<file path="src/adcavg_defs.vh">
// Constants for the result averager: register offsets, field positions, reset values, widths.
`ifndef ADCAVG_DEFS_VH
`define ADCAVG_DEFS_VH
`define ADCAVG_SMP_W 12
`define ADCAVG_ACC_W 22
`define ADCAVG_OFF_AVG 12'h000
`define ADCAVG_OFF_CONTROL_C 12'h004
`define ADCAVG_OFF_RESULT 12'h008
`define ADCAVG_OFF_FLAGS 12'h00c
`define ADCAVG_OFF_MASK 12'h010
`define ADCAVG_OFF_STATUS 12'h014
`define ADCAVG_AVG_CNT_LSB 0
`define ADCAVG_AVG_CNT_MSB 3
`define ADCAVG_AVG_ADJ_LSB 4
`define ADCAVG_AVG_ADJ_MSB 6
`define ADCAVG_CONTROL_C_RES_BIT 0
`define ADCAVG_CONTROL_C_EN_BIT 1
`define ADCAVG_FLAG_RDY_BIT 0
`define ADCAVG_FLAG_OVR_BIT 1
`define ADCAVG_CNT_MAX 4'ha
`define ADCAVG_AUTO_BASE 4'h4
`define ADCAVG_RST_AVG 7'h00
`define ADCAVG_RST_CONTROL_C 2'h0
`define ADCAVG_RST_MASK 2'h0
`define ADCAVG_RST_FLAG 1'b0
`endif

</file>
<file path="src/adcavg_shift.v">
// Combined automatic and adjusting right shift of the accumulated sum.
`timescale 1ns/1ps
`include "adcavg_defs.vh"
module adcavg_shift (
  input wire [`ADCAVG_ACC_W-1:0] acc_sum,
  input wire [3:0] count_code,
  input wire [2:0] adjust_shift,
  output wire [15:0] shifted
);
  reg [3:0] auto_sh;
  wire [`ADCAVG_ACC_W-1:0] after_auto;
  wire [`ADCAVG_ACC_W-1:0] after_adj;

  // No automatic shift up to 16 samples, then code minus four.
  always @* begin
    if (count_code > `ADCAVG_AUTO_BASE && count_code <= `ADCAVG_CNT_MAX) begin
      auto_sh = count_code - `ADCAVG_AUTO_BASE;
    end else begin
      auto_sh = 4'h0;
    end
  end

  // The two shifts add; software picks the adjust so the total suits averaging or decimation.
  assign after_auto = acc_sum >> auto_sh;
  assign after_adj = after_auto >> adjust_shift;
  // At most 16 bits survive; a wrong adjust setting simply truncates.
  assign shifted = after_adj[15:0];
endmodule // adcavg_shift

</file>
<file path="src/adcavg_top.v">
// Result averager: accumulates converter samples, shifts, and offers the result over APB.
//
// The APB register port and the placing of the registers were decided locally.
`timescale 1ns/1ps
`include "adcavg_defs.vh"
module adcavg_top (
  input wire clk,
  input wire rst_n,
  input wire clk_en,
  input wire psel,
  input wire penable,
  input wire pwrite,
  input wire [11:0] paddr,
  input wire [31:0] pwdata,
  output wire pready,
  output reg [31:0] prdata,
  output wire pslverr,
  input wire sample_valid,
  input wire [11:0] sample_data,
  output reg result_valid,
  output reg [15:0] result_data,
  output wire irq
);
  // Register map, each register one aligned 32-bit word, unused bits read as zero:
  //   0x00 averaging control: bits 3:0 sample count code, bits 6:4 adjust shift.
  //   0x04 control: bit 0 resolution select, bit 1 engine enable.
  //   0x08 result: bits 15:0 hold the last delivered result, read only.
  //   0x0c interrupt flags: bit 0 result ready, bit 1 overrun; write one to clear.
  //   0x10 interrupt mask: same layout as the flags, a one lets the flag drive irq.
  //   0x14 status: bits 10:0 samples taken so far, bit 11 engine accumulating.
  // Any other address answers with pslverr; writes to it are dropped and reads return zero.
  //
  // Bus timing: pready is always high, so every transfer is one setup and one access cycle.
  // Read data is loaded at the setup edge, which keeps prdata off the combinational path
  // from paddr at the cost of a register snapshot one cycle before the access edge.
  //
  // Clock enable: while clk_en is low every register holds, including prdata, and no
  // write or flag change takes effect; a bus transfer should not end while it is low.
  //
  // Sample timing: the engine takes a sample at every edge with sample_valid high while it
  // accumulates. It enters the accumulating state one cycle after the enable bit is set,
  // so a sample in that first cycle is dropped; the converter must start after that.
  // The sample that completes the count is not stored; it is added on the way into the
  // shifter, and result_valid rises at that same edge with result_data settled.
  //
  // Shift: the automatic part is the count code minus four for codes five to ten and zero
  // otherwise; the adjust field adds to it. For a plain average software sets the adjust
  // to the code, capped at four, so the total equals the code. For extra resolution the
  // total is the number of extra bits, and 4^n samples must be taken. Anything wider than
  // sixteen bits after the shift is cut; the block does not saturate.
  //
  // Reserved count codes behave as a single sample, so a stray write cannot stall the
  // engine waiting for a count it will never reach.
  //
  // Overrun: a result that lands while the ready flag is still set also sets the overrun
  // flag. The older result is already gone by then, so software that polls slowly should
  // watch this flag rather than trust that every result was seen. Both flags are sticky
  // and only a write of one clears them.
  //
  // Clearing the enable bit drops the running sum and count without delivering a result.
  // Changing the count code during a run takes effect at once against the running count,
  // so software should change it only with the engine disabled or between results.

  localparam ST_IDLE = 1'b0;
  localparam ST_ACC = 1'b1;

  reg [6:0] averaging_control_reg;
  reg [1:0] control_c_reg;
  reg [15:0] result_reg;
  reg [1:0] interrupt_flags_reg;
  reg [1:0] mask_reg;
  reg state_reg;
  reg [`ADCAVG_ACC_W-1:0] acc_reg;
  reg [10:0] cnt_reg;
  reg [`ADCAVG_ACC_W-1:0] acc_next;
  reg [10:0] cnt_next;
  reg state_next;
  reg done;
  reg [10:0] target;
  reg [1:0] flag_set;
  wire [3:0] sample_count_code;
  wire [2:0] adjust_shift;
  wire resolution_select;
  wire avg_enable;
  wire [15:0] shifted;
  wire wr_en;
  wire rd_en;
  wire addr_ok;
  wire [`ADCAVG_ACC_W-1:0] sum_in;
  wire [`ADCAVG_ACC_W-1:0] sum_final;
  wire [15:0] result_pick;
  wire sel_avg;
  wire sel_control_c;
  wire sel_result;
  wire sel_flags;
  wire sel_mask;
  wire sel_status;
  wire last_sample;
  wire [1:0] flag_clear;

  assign sample_count_code = averaging_control_reg[`ADCAVG_AVG_CNT_MSB:`ADCAVG_AVG_CNT_LSB];
  assign adjust_shift = averaging_control_reg[`ADCAVG_AVG_ADJ_MSB:`ADCAVG_AVG_ADJ_LSB];
  assign resolution_select = control_c_reg[`ADCAVG_CONTROL_C_RES_BIT];
  assign avg_enable = control_c_reg[`ADCAVG_CONTROL_C_EN_BIT];

  // The slave answers in the first access cycle; unmapped addresses raise pslverr.
  assign pready = 1'b1;
  // Each register decodes its own word address; only the aligned offsets are mapped.
  assign sel_avg = (paddr == `ADCAVG_OFF_AVG);
  assign sel_control_c = (paddr == `ADCAVG_OFF_CONTROL_C);
  assign sel_result = (paddr == `ADCAVG_OFF_RESULT);
  assign sel_flags = (paddr == `ADCAVG_OFF_FLAGS);
  assign sel_mask = (paddr == `ADCAVG_OFF_MASK);
  assign sel_status = (paddr == `ADCAVG_OFF_STATUS);
  assign addr_ok = sel_avg | sel_control_c | sel_result | sel_flags | sel_mask | sel_status;
  assign pslverr = psel & penable & ~addr_ok;
  assign wr_en = psel & penable & pwrite & clk_en;
  assign rd_en = psel & ~penable & ~pwrite & clk_en;

  // Reserved codes fall back to a single sample so the block never stalls.
  always @* begin
    if (sample_count_code <= `ADCAVG_CNT_MAX) begin
      target = 11'h001 << sample_count_code;
    end else begin
      target = 11'h001;
    end
  end

  // Samples are zero-extended into the 22-bit accumulator, which holds 1024 full-scale values.
  assign sum_in = {{(`ADCAVG_ACC_W-`ADCAVG_SMP_W){1'b0}}, sample_data};

  // The sample that completes the configured count closes the run.
  assign last_sample = (cnt_reg + 11'h001) >= target;

  // Accumulation engine: counts samples and signals the final one.
  always @* begin
    acc_next = acc_reg;
    cnt_next = cnt_reg;
    state_next = state_reg;
    done = 1'b0;
    case (state_reg)
      ST_IDLE: begin
        acc_next = {`ADCAVG_ACC_W{1'b0}};
        cnt_next = 11'h000;
        if (avg_enable) begin
          state_next = ST_ACC;
        end
      end
      ST_ACC: begin
        if (!avg_enable) begin
          state_next = ST_IDLE;
        end else if (sample_valid) begin
          if (last_sample) begin
            done = 1'b1;
            acc_next = {`ADCAVG_ACC_W{1'b0}};
            cnt_next = 11'h000;
          end else begin
            acc_next = acc_reg + sum_in;
            cnt_next = cnt_reg + 11'h001;
          end
        end
      end
      default: begin
        state_next = ST_IDLE;
      end
    endcase
  end

  // The final sample joins the sum inside the shifter path, saving a cycle of latency.
  assign sum_final = acc_reg + sum_in;

  adcavg_shift u_shift (
    .acc_sum(sum_final),
    .count_code(sample_count_code),
    .adjust_shift(adjust_shift),
    .shifted(shifted)
  );

  // Event sources: ready on each delivered result, overrun if a result lands while ready is still set.
  always @* begin
    flag_set = 2'b00;
    flag_set[`ADCAVG_FLAG_RDY_BIT] = done;
    flag_set[`ADCAVG_FLAG_OVR_BIT] = done & interrupt_flags_reg[`ADCAVG_FLAG_RDY_BIT];
  end

  // Without resolution select the raw sample passes, so averaging needs the bit set first.
  assign result_pick = resolution_select ? shifted : {4'h0, sample_data};

  // Engine state and result capture.
  always @(posedge clk or negedge rst_n) begin
    if (!rst_n) begin
      state_reg <= ST_IDLE;
      acc_reg <= {`ADCAVG_ACC_W{1'b0}};
      cnt_reg <= 11'h000;
      result_reg <= 16'h0000;
      result_data <= 16'h0000;
      result_valid <= 1'b0;
    end else if (clk_en) begin
      state_reg <= state_next;
      acc_reg <= acc_next;
      cnt_reg <= cnt_next;
      result_valid <= done;
      if (done) begin
        // Without resolution select only single samples pass untouched; software must set it.
        result_reg <= result_pick;
        result_data <= result_pick;
      end
    end
  end

  // Configuration register writes; a write to an unmapped address changes nothing.
  always @(posedge clk or negedge rst_n) begin
    if (!rst_n) begin
      averaging_control_reg <= `ADCAVG_RST_AVG;
      control_c_reg <= `ADCAVG_RST_CONTROL_C;
      mask_reg <= `ADCAVG_RST_MASK;
    end else if (clk_en) begin
      if (wr_en && sel_avg) begin
        averaging_control_reg <= pwdata[6:0];
      end
      if (wr_en && sel_control_c) begin
        control_c_reg <= pwdata[1:0];
      end
      if (wr_en && sel_mask) begin
        mask_reg <= pwdata[1:0];
      end
    end
  end

  // Writing a one to a flag clears it; the other bits of that write are ignored.
  assign flag_clear = (wr_en && sel_flags) ? pwdata[1:0] : 2'b00;

  // One sticky flag per event; a set in the same cycle as a clear wins, so no event is lost.
  genvar gi;
  generate
    for (gi = 0; gi < 2; gi = gi + 1) begin : g_flag
      always @(posedge clk or negedge rst_n) begin
        if (!rst_n) begin
          interrupt_flags_reg[gi] <= `ADCAVG_RST_FLAG;
        end else if (clk_en) begin
          if (flag_set[gi]) begin
            interrupt_flags_reg[gi] <= 1'b1;
          end else if (flag_clear[gi]) begin
            interrupt_flags_reg[gi] <= 1'b0;
          end
        end
      end
    end
  endgenerate

  // Read data is registered in the setup cycle and valid during the access phase.
  always @(posedge clk or negedge rst_n) begin
    if (!rst_n) begin
      prdata <= 32'h00000000;
    end else if (rd_en) begin
      case (paddr)
        `ADCAVG_OFF_AVG: begin
          prdata <= {25'h0000000, averaging_control_reg};
        end
        `ADCAVG_OFF_CONTROL_C: begin
          prdata <= {30'h00000000, control_c_reg};
        end
        `ADCAVG_OFF_RESULT: begin
          prdata <= {16'h0000, result_reg};
        end
        `ADCAVG_OFF_FLAGS: begin
          prdata <= {30'h00000000, interrupt_flags_reg};
        end
        `ADCAVG_OFF_MASK: begin
          prdata <= {30'h00000000, mask_reg};
        end
        `ADCAVG_OFF_STATUS: begin
          prdata <= {20'h00000, state_reg, cnt_reg};
        end
        default: begin
          prdata <= 32'h00000000;
        end
      endcase
    end
  end

  // Level interrupt while any unmasked flag is set.
  assign irq = |(interrupt_flags_reg & mask_reg);
endmodule // adcavg_top

</file>
<file path="config.mk">
export PLATFORM = sky130hd
export DESIGN_NAME = adcavg_top
export DESIGN_NICKNAME = d
export VERILOG_FILES = /design/src/adcavg_shift.v /design/src/adcavg_top.v
export VERILOG_INCLUDE_DIRS = /design/src /design/src/src
export SDC_FILE = /design/constraint.sdc
export NUM_CORES = 1
export LEC_CHECK = 0
export ABC_AREA = 1
export BUFFER_PORTS_ARGS = -buffer_cell sky130_fd_sc_hd__buf_4
export CAP_MARGIN = 5
export CORE_MARGIN = 2
export CORE_UTILIZATION = 44
export CTS_CLUSTER_SIZE = 28
export DETAILED_ROUTE_END_ITERATION = 12
export PLACE_DENSITY = 0.63
export SLEW_MARGIN = 20
export SYNTH_ARGS = -nofsm -noshare
export SYNTH_HDL_FRONTEND = slang
export SYNTH_SLANG_ARGS = --single-unit
</file>
<file path="constraint.sdc">
create_clock -name clk -period 5.8 [get_ports clk]
set_input_delay 0.87 -clock clk [delete_from_list [all_inputs] [get_ports clk]]
set_output_delay 0.87 -clock clk [all_outputs]
set_load 0.005 [all_outputs]
</file>
==> metrics.yaml, run 1 <==
nFillCells: 1602
yosysTopAreaCellShare_pct: 29.4
cts_setup_buffers: 0
multi_input_area_um2: 4130
die-area_um2: 16500
final_antenna_net_count: 0
syn-mean-instance-area_um2: 6.39
syn-cell-area_um2: 6820
synth_seq_cells: 80
path_common_cell: "nand3_1"
holdBufCountCts: 0
grt_pass1_vias: 6388
tritoncts: "done"
synth_top_area_cell: "dfrtp_1"
crit_fanout: 23
overflow: 0
io_pins: 115
placed_cells: 1291
synth-async-reset-ratio_pct: 100
p_leak_nw: 3.89
cts.repair.resized: 0
fin_cells: 1307
max-vdd-ir-drop_uv: 143
r2r-end: "result_reg[5]$_DFFE_PN0P_"
syn_inst: 1067
period_share_pct: 67.8
cp.arrival_ns: 4.17
netlist-cell-type-count: 44
drt_iter0_drc: 621
setup_viol: 0
slew_headroom_pct: 33.2
critPathLaunchType: "register"
die_x_um: 128
dp_hpwl_um: 16000
root_buffer: "clkbuf_16"
critPathRequiredTime_ns: 6.03
r2r_slack_ns: 1.86
endpoint: "result_reg[5]$_DFFE_PN0P_"
start_util_pct: 45.0
power.density_nw_per_um2: 178
min_path_type: "in -> async"
largest_reg_flops: 22
path_clk_slew_ns: 0.06
route.detailed.drc: 0
cp-startpoint: "averaging_control_reg[2]$_DFFE_PN0P_"
synthTopCellsByArea: "dfrtp_1 (29%), nand3_1 (18%), nand2_1 (16%)"
rsz0062_at_grt: "no"
die_h_um: 128
cp.depth: 16
via_per_inst: 5.46
ys.warnings.count: 0
finalCriticalPeriod_ns: 3.94
rows: 45
seq_area_um2: 2000
wl_per_cell_um: 15.7
io_buffer_count: 72
synth_flop_cell: "dfrtp_1"
cts_made_buffers: 9
drt-total-wl_um: 20500
r2r_cells: 16
clock_sinks: 80
cp_slowest_cell: "nand4_1"
cpLargestDelayFamily: "simple AND/OR/NAND/NOR gates"
fin_worst_skew_ns: 0.00781
path_cells: "inv_2, ha_1, inv_1, o21bai_2, o21ai_4, nand4_1, inv_2, nand3_1, nand2_1, nand2_1, nand3_1, nand3_1, nand3_1, nand3_1, nand3_1, a21oi_1"
clock_latency_ns: 0.35
slew_violations: 0
reg2reg_from: "averaging_control_reg[2]$_DFFE_PN0P_"
synth_seq_area_share_pct: 29.4
path_buf_inv: 3
antenna_cells: 0
tns_ns: 0
dr.pass1.iters: 5
grt_use_total_pct: 25.5
status: "completed"
synth-edff-count: 0
grt_start_max_net_pins: 79
layout-area-overhead-vs-synth_pct: 13.2
clockBufferDepth: 2
nets: 1205
cp-end-kind: "register"
slowest_delay_ns: 0.83
clock.fmax_ghz: 0.254
drive_above_1_share_pct: 9.56
clock_tree.htree_level_count: 3
finalWeightedCongestion: 0.909
coreArea_um2: 15100
vias: 7133
crit_type: "reg -> reg"
worst_pin_slew_ns: 0.998
antenna_found_initial: 0
grt_pass1_wl_um: 33000
drv_cap: 0
hold_viol: 0
## layout make-up
| class | instances | share of cell area, % |
|---|---|---|
| multi-input combinational | 828 | 53.5 |
| sequential | 80 | 25.9 |
| timing repair buffer | 78 | 7.64 |
| inverter | 117 | 5.72 |
| tap | 188 | 3.05 |
| clock buffer | 10 | 2.97 |
| clock inverter | 6 | 1.18 |
## metrics by stage
step	cell area, um2	hold WS [ns]	worst slack [ns]	utilization [%]	power (mW)
2_1_floorplan	6870	0.457	2.50	-	0.675
3_3_place_gp	7390	0.466	1.95	48.8	0.751
3_5_place_dp	7390	0.467	1.94	48.8	0.753
4_1_cts	7710	0.288	1.94	50.9	1.38
5_1_grt	7710	0.289	1.52	50.9	1.43
6_report	7710	0.299	1.86	50.9	1.37
## cells in the final DEF, fill, tap and decap left out, types with 2 or more instances in the layout
master,n
clkinv_1,3
inv_2,4
clkinv_4,2
o31ai_1,2
dfrtp_1,80
nor2_2,2
nor3_1,11
nand3_1,240
nand2_1,296
a22o_1,4
nand4_1,12
nor4_1,3
xnor2_1,3
nor2_1,67
clkbuf_16,9
xor2_1,14
a221oi_1,5
bufinv_16,2
o22ai_1,19
a21oi_1,43
o21ai_1,3
inv_1,109
buf_4,77
conb_1,17
o211ai_1,2
o21ai_0,40
ha_1,27
a32o_1,2
## kinds of logic after synthesis
group | after synthesis | share of synthesized area, %
multiplexers | 1 | 0.147
buffers and inverters | 174 | 11.1
AO/OA/AOI/OAI | 127 | 11.0
AND/OR/NAND/NOR | 638 | 40.9
other | 2 | 0.110
XOR/XNOR | 17 | 2.18
adder cells (fa/ha/maj) | 28 | 5.25
flip-flops | 80 | 29.4
## layer usage
metal  global-route usage, %  share of wire (%)  wire [um]  vias up
met1                    35.0                 47       9540     3277
met4                    10.2                3.1        641        0
met3                    3.04                4.0        813       33
li1                        -                  -          -     3638
met5                       0                  0          0        -
met2                    41.1                 46       9470      185
## where the power goes
| part | total, mW | switching [mW] | leakage, nW | internal [mW] |
|---|---|---|---|---|
| Sequential | 0.592 | 0.0178 | 1.07 | 0.574 |
| Combinational | 0.152 | 0.0873 | 2.66 | 0.0643 |
| Clock | 0.627 | 0.247 | 0.157 | 0.380 |
| Total | 1.37 | 0.352 | 3.89 | 1.02 |
## worst min-delay path by stage
stage	from	endpoint	slack [ns]
2_1_floorplan	acc_reg[2]$_DFFE_PN0P_	acc_reg[2]$_DFFE_PN0P_	0.46
3_3_place_gp	prdata[10]$_DFFE_PN0P_	prdata[10]$_DFFE_PN0P_	0.47
3_5_place_dp	prdata[11]$_DFFE_PN0P_	prdata[11]$_DFFE_PN0P_	0.47
4_1_cts	rst_n	cnt_reg[2]$_DFFE_PN0P_	0.29
5_1_grt	rst_n	cnt_reg[2]$_DFFE_PN0P_	0.29
6_report	rst_n	cnt_reg[2]$_DFFE_PN0P_	0.30
## worst register-to-register path: cells and delay by family, from the launching register on
family	cells	cell delay [ns]
AND/OR/NAND/NOR	9	1.88
buffers and inverters	3	0.93
flip-flops	1	0.49
AO/OA/AOI/OAI	3	0.31
adder cells (fa/ha/maj)	1	0.22
## synthesized netlist by cell type, types with 14 or more instances
cell type	n
o21ai_0	40
dfrtp_1	80
buf_4	19
clkbuf_1	23
xor2_1	14
nand2_1	296
inv_1	109
nor2_1	67
ha_1	27
a21oi_1	43
o22ai_1	19
nand3_1	240
(Power assumes the default switching activity.)
==> run 2: changes to the inputs <==
==> constraint.sdc (replaced) <==
create_clock -name clk -period 3.8 [get_ports clk]
set_input_delay 0.57 -clock clk [delete_from_list [all_inputs] [get_ports clk]]
set_output_delay 0.57 -clock clk [all_outputs]
set_load 0.005 [all_outputs]
==> run 2 against run 1 <==
Net effect: sequential power grew 53%; clock skew grew 0.0053 ns; hold slack gained 0.053 ns; combinational power grew 51%; critical endpoint is now result_reg[12]$_DFFE_PN0P_; cell count grew 0.61%; total power grew 41%; non-clock buffer count grew 9; critical path depth is the same.
==> metrics.yaml, run 2 (same netlist as run 1, synthesis figures left out) <==
pwr-share-clk_pct: 41.5  # was 45.8%
die_x_um: 128  # unchanged
io_pins: 115  # unchanged
reg2reg_from: "averaging_control_reg[2]$_DFFE_PN0P_"  # unchanged
cts_made_buffers: 9  # unchanged
holdBufCountCts: 0  # unchanged
slew_headroom_pct: 39.1  # was 33.2%
finalWeightedCongestion: 0.910  # was 0.909
clock.fmax_ghz: 0.283  # was 0.254 GHz
finalCriticalPeriod_ns: 3.53  # was 3.94 ns
vias: 7116  # was 7,133
hold_viol: 0  # unchanged
tritoncts: "done"  # unchanged
r2r_slack_ns: 0.27  # was 1.86 ns
power.density_nw_per_um2: 250  # was 178 nW/um2
combPwrFrac_pct: 11.9  # was 11.1%
path_buf_inv: 3  # unchanged
status: "completed"  # unchanged
final_util_pct: 51.1  # was 50.9%
clockBufferDepth: 2  # unchanged
grt_use_total_pct: 25.3  # was 25.5%
cp.arrival_ns: 3.80  # was 4.17 ns
tns_ns: 0  # unchanged
coreArea_um2: 15100  # unchanged
overflow: 0  # unchanged
final_antenna_net_count: 0  # unchanged
route.detailed.drc: 0  # unchanged
multi_input_area_um2: 4130  # about the same
clock_sinks: 80  # unchanged
slowest_delay_ns: 0.46  # was 0.83 ns
swShare_pct: 27.0  # was 25.7%
slew_violations: 0  # unchanged
critPathLaunchType: "register"  # unchanged
drive_above_1_share_pct: 10.4  # was 9.56%
drt-total-wl_um: 20300  # was 20,500 um
cp-startpoint: "averaging_control_reg[2]$_DFFE_PN0P_"  # unchanged
cpLargestDelayFamily: "simple AND/OR/NAND/NOR gates"  # unchanged
largest_reg_flops: 22  # unchanged
grt_pass1_wl_um: 32700  # was 33,000 um
path_cells: "inv_2, ha_1, inv_1, o21ai_4, inv_1, nor3_1, nand3_1, ha_1, nand2_1, nor4_1, a221oi_1, o31ai_1, nand2_2, nor2_1, nand3_1, o21ai_0"  # was inv_2, ha_1, inv_1, o21bai_2, o21ai_4, nand4_1, inv_2, nand3_1, nand2_1, nand2_1, nand3_1, nand3_1, nand3_1, nand3_1, nand3_1, a21oi_1
dp_hpwl_um: 16000  # about the same
final_common_cell: "nand2_1"  # unchanged
fin_cells: 1315  # was 1,307
cp.depth: 16  # unchanged
start_util_pct: 45.0  # unchanged
drv_cap: 0  # unchanged
dpl_cell_area_um2: 7450  # was 7390 um2
placed_cells: 1299  # was 1,291
critPathRequiredTime_ns: 4.07  # was 6.03 ns
die-area_um2: 16500  # unchanged
nFillCells: 1571  # was 1,602
via_per_inst: 5.41  # was 5.46
antenna_found_initial: 0  # unchanged
layout-area-overhead-vs-synth_pct: 13.6  # was 13.2%
wl_per_cell_um: 15.4  # was 15.7 um
p_seq_share_pct: 46.6  # was 43.2%
setup_viol: 0  # unchanged
clock_tree.htree_level_count: 3  # unchanged
r2r_cells: 16  # unchanged
r2r-end: "result_reg[12]$_DFFE_PN0P_"  # was result_reg[5]$_DFFE_PN0P_
rows: 45  # unchanged
final_cell_mix: "nand2_1 (295), nand3_1 (240), inv_1 (108)"  # was nand2_1 (296), nand3_1 (240), inv_1 (109)
cp_slowest_cell: "dfrtp_1"  # was nand4_1
die_h_um: 128  # unchanged
whs_ns: 0.352  # was 0.299 ns
period_share_pct: 92.8  # was 67.8%
clock_latency_ns: 0.35  # about the same
seq_area_um2: 2000  # unchanged
grt_start_max_net_pins: 72  # was 79
drt_iter0_drc: 631  # was 621
io_buffer_count: 72  # unchanged
cp-end-kind: "register"  # unchanged
p_sw_mw: 0.524  # was 0.352 mW
nets: 1214  # was 1,205
max-vdd-ir-drop_uv: 201  # was 143 uV
internal_power_mw: 1.41  # was 1.02 mW
worst_pin_slew_ns: 0.913  # was 0.998 ns
root_buffer: "clkbuf_16"  # unchanged
dr.pass1.iters: 5  # unchanged
antenna_cells: 0  # unchanged
path_clk_slew_ns: 0.06  # about the same
crit_type: "reg -> reg"  # unchanged
final_area_um2: 7740  # was 7710 um2
grt_pass1_vias: 6414  # was 6,388
min_path_type: "in -> async"  # unchanged
p_leak_nw: 3.90  # was 3.89 nW
fin_worst_skew_ns: 0.0131  # was 0.00781 ns
crit_fanout: 9  # was 23
## run 2: per-layer routing
layer / global-route usage (%) / wire length (um)
met1: 34.4 / 9420
met2: 41.1 / 9480
met3: 2.58 / 782
met4: 10.9 / 613
met5: 0 / 0
## run 2: area by class of cell
class / count / area share (%)
multi-input combinational: 828 / 53.3
tap: 188 / 3.04
sequential: 80 / 25.9
timing repair buffer: 87 / 8.60
clock buffer: 10 / 2.96
clock inverter: 5 / 0.453
inverter: 117 / 5.75
## run 2: worst max path at each step
stage	slack, ns	endpoint
3_5_place_dp	0.22	result_reg[12]$_DFFE_PN0P_
3_3_place_gp	0.29	result_reg[12]$_DFFE_PN0P_
2_1_floorplan	0.50	acc_reg[14]$_DFFE_PN0P_
6_report	0.27	result_reg[12]$_DFFE_PN0P_
4_1_cts	0.19	result_reg[12]$_DFFE_PN0P_
5_1_grt	-0.003	acc_reg[8]$_DFFE_PN0P_
## run 2: power by group through the flow
stage | sequential [mW] | clock (mW) | combinational [mW]
floorplan | 0.909 | 0 | 0.121
global placement | 0.917 | 0 | 0.229
detailed placement | 0.917 | 0 | 0.230
CTS | 0.901 | 0.821 | 0.232
global route | 0.904 | 0.861 | 0.259
finish | 0.903 | 0.804 | 0.230
## run 2: metrics by stage
step                      total power [mW]  setup slack [ns]
after floorplan                       1.03             0.501
after detailed placement              1.15             0.222
after global routing                  2.02          -0.00286
final                                 1.94             0.272
after global placement                1.15             0.289
after CTS                             1.95             0.194
## run 2: repair_timing
action,CTS,global route
gates resized for setup,0,2
setup endpoints to repair,0,11
setup buffers,0,1
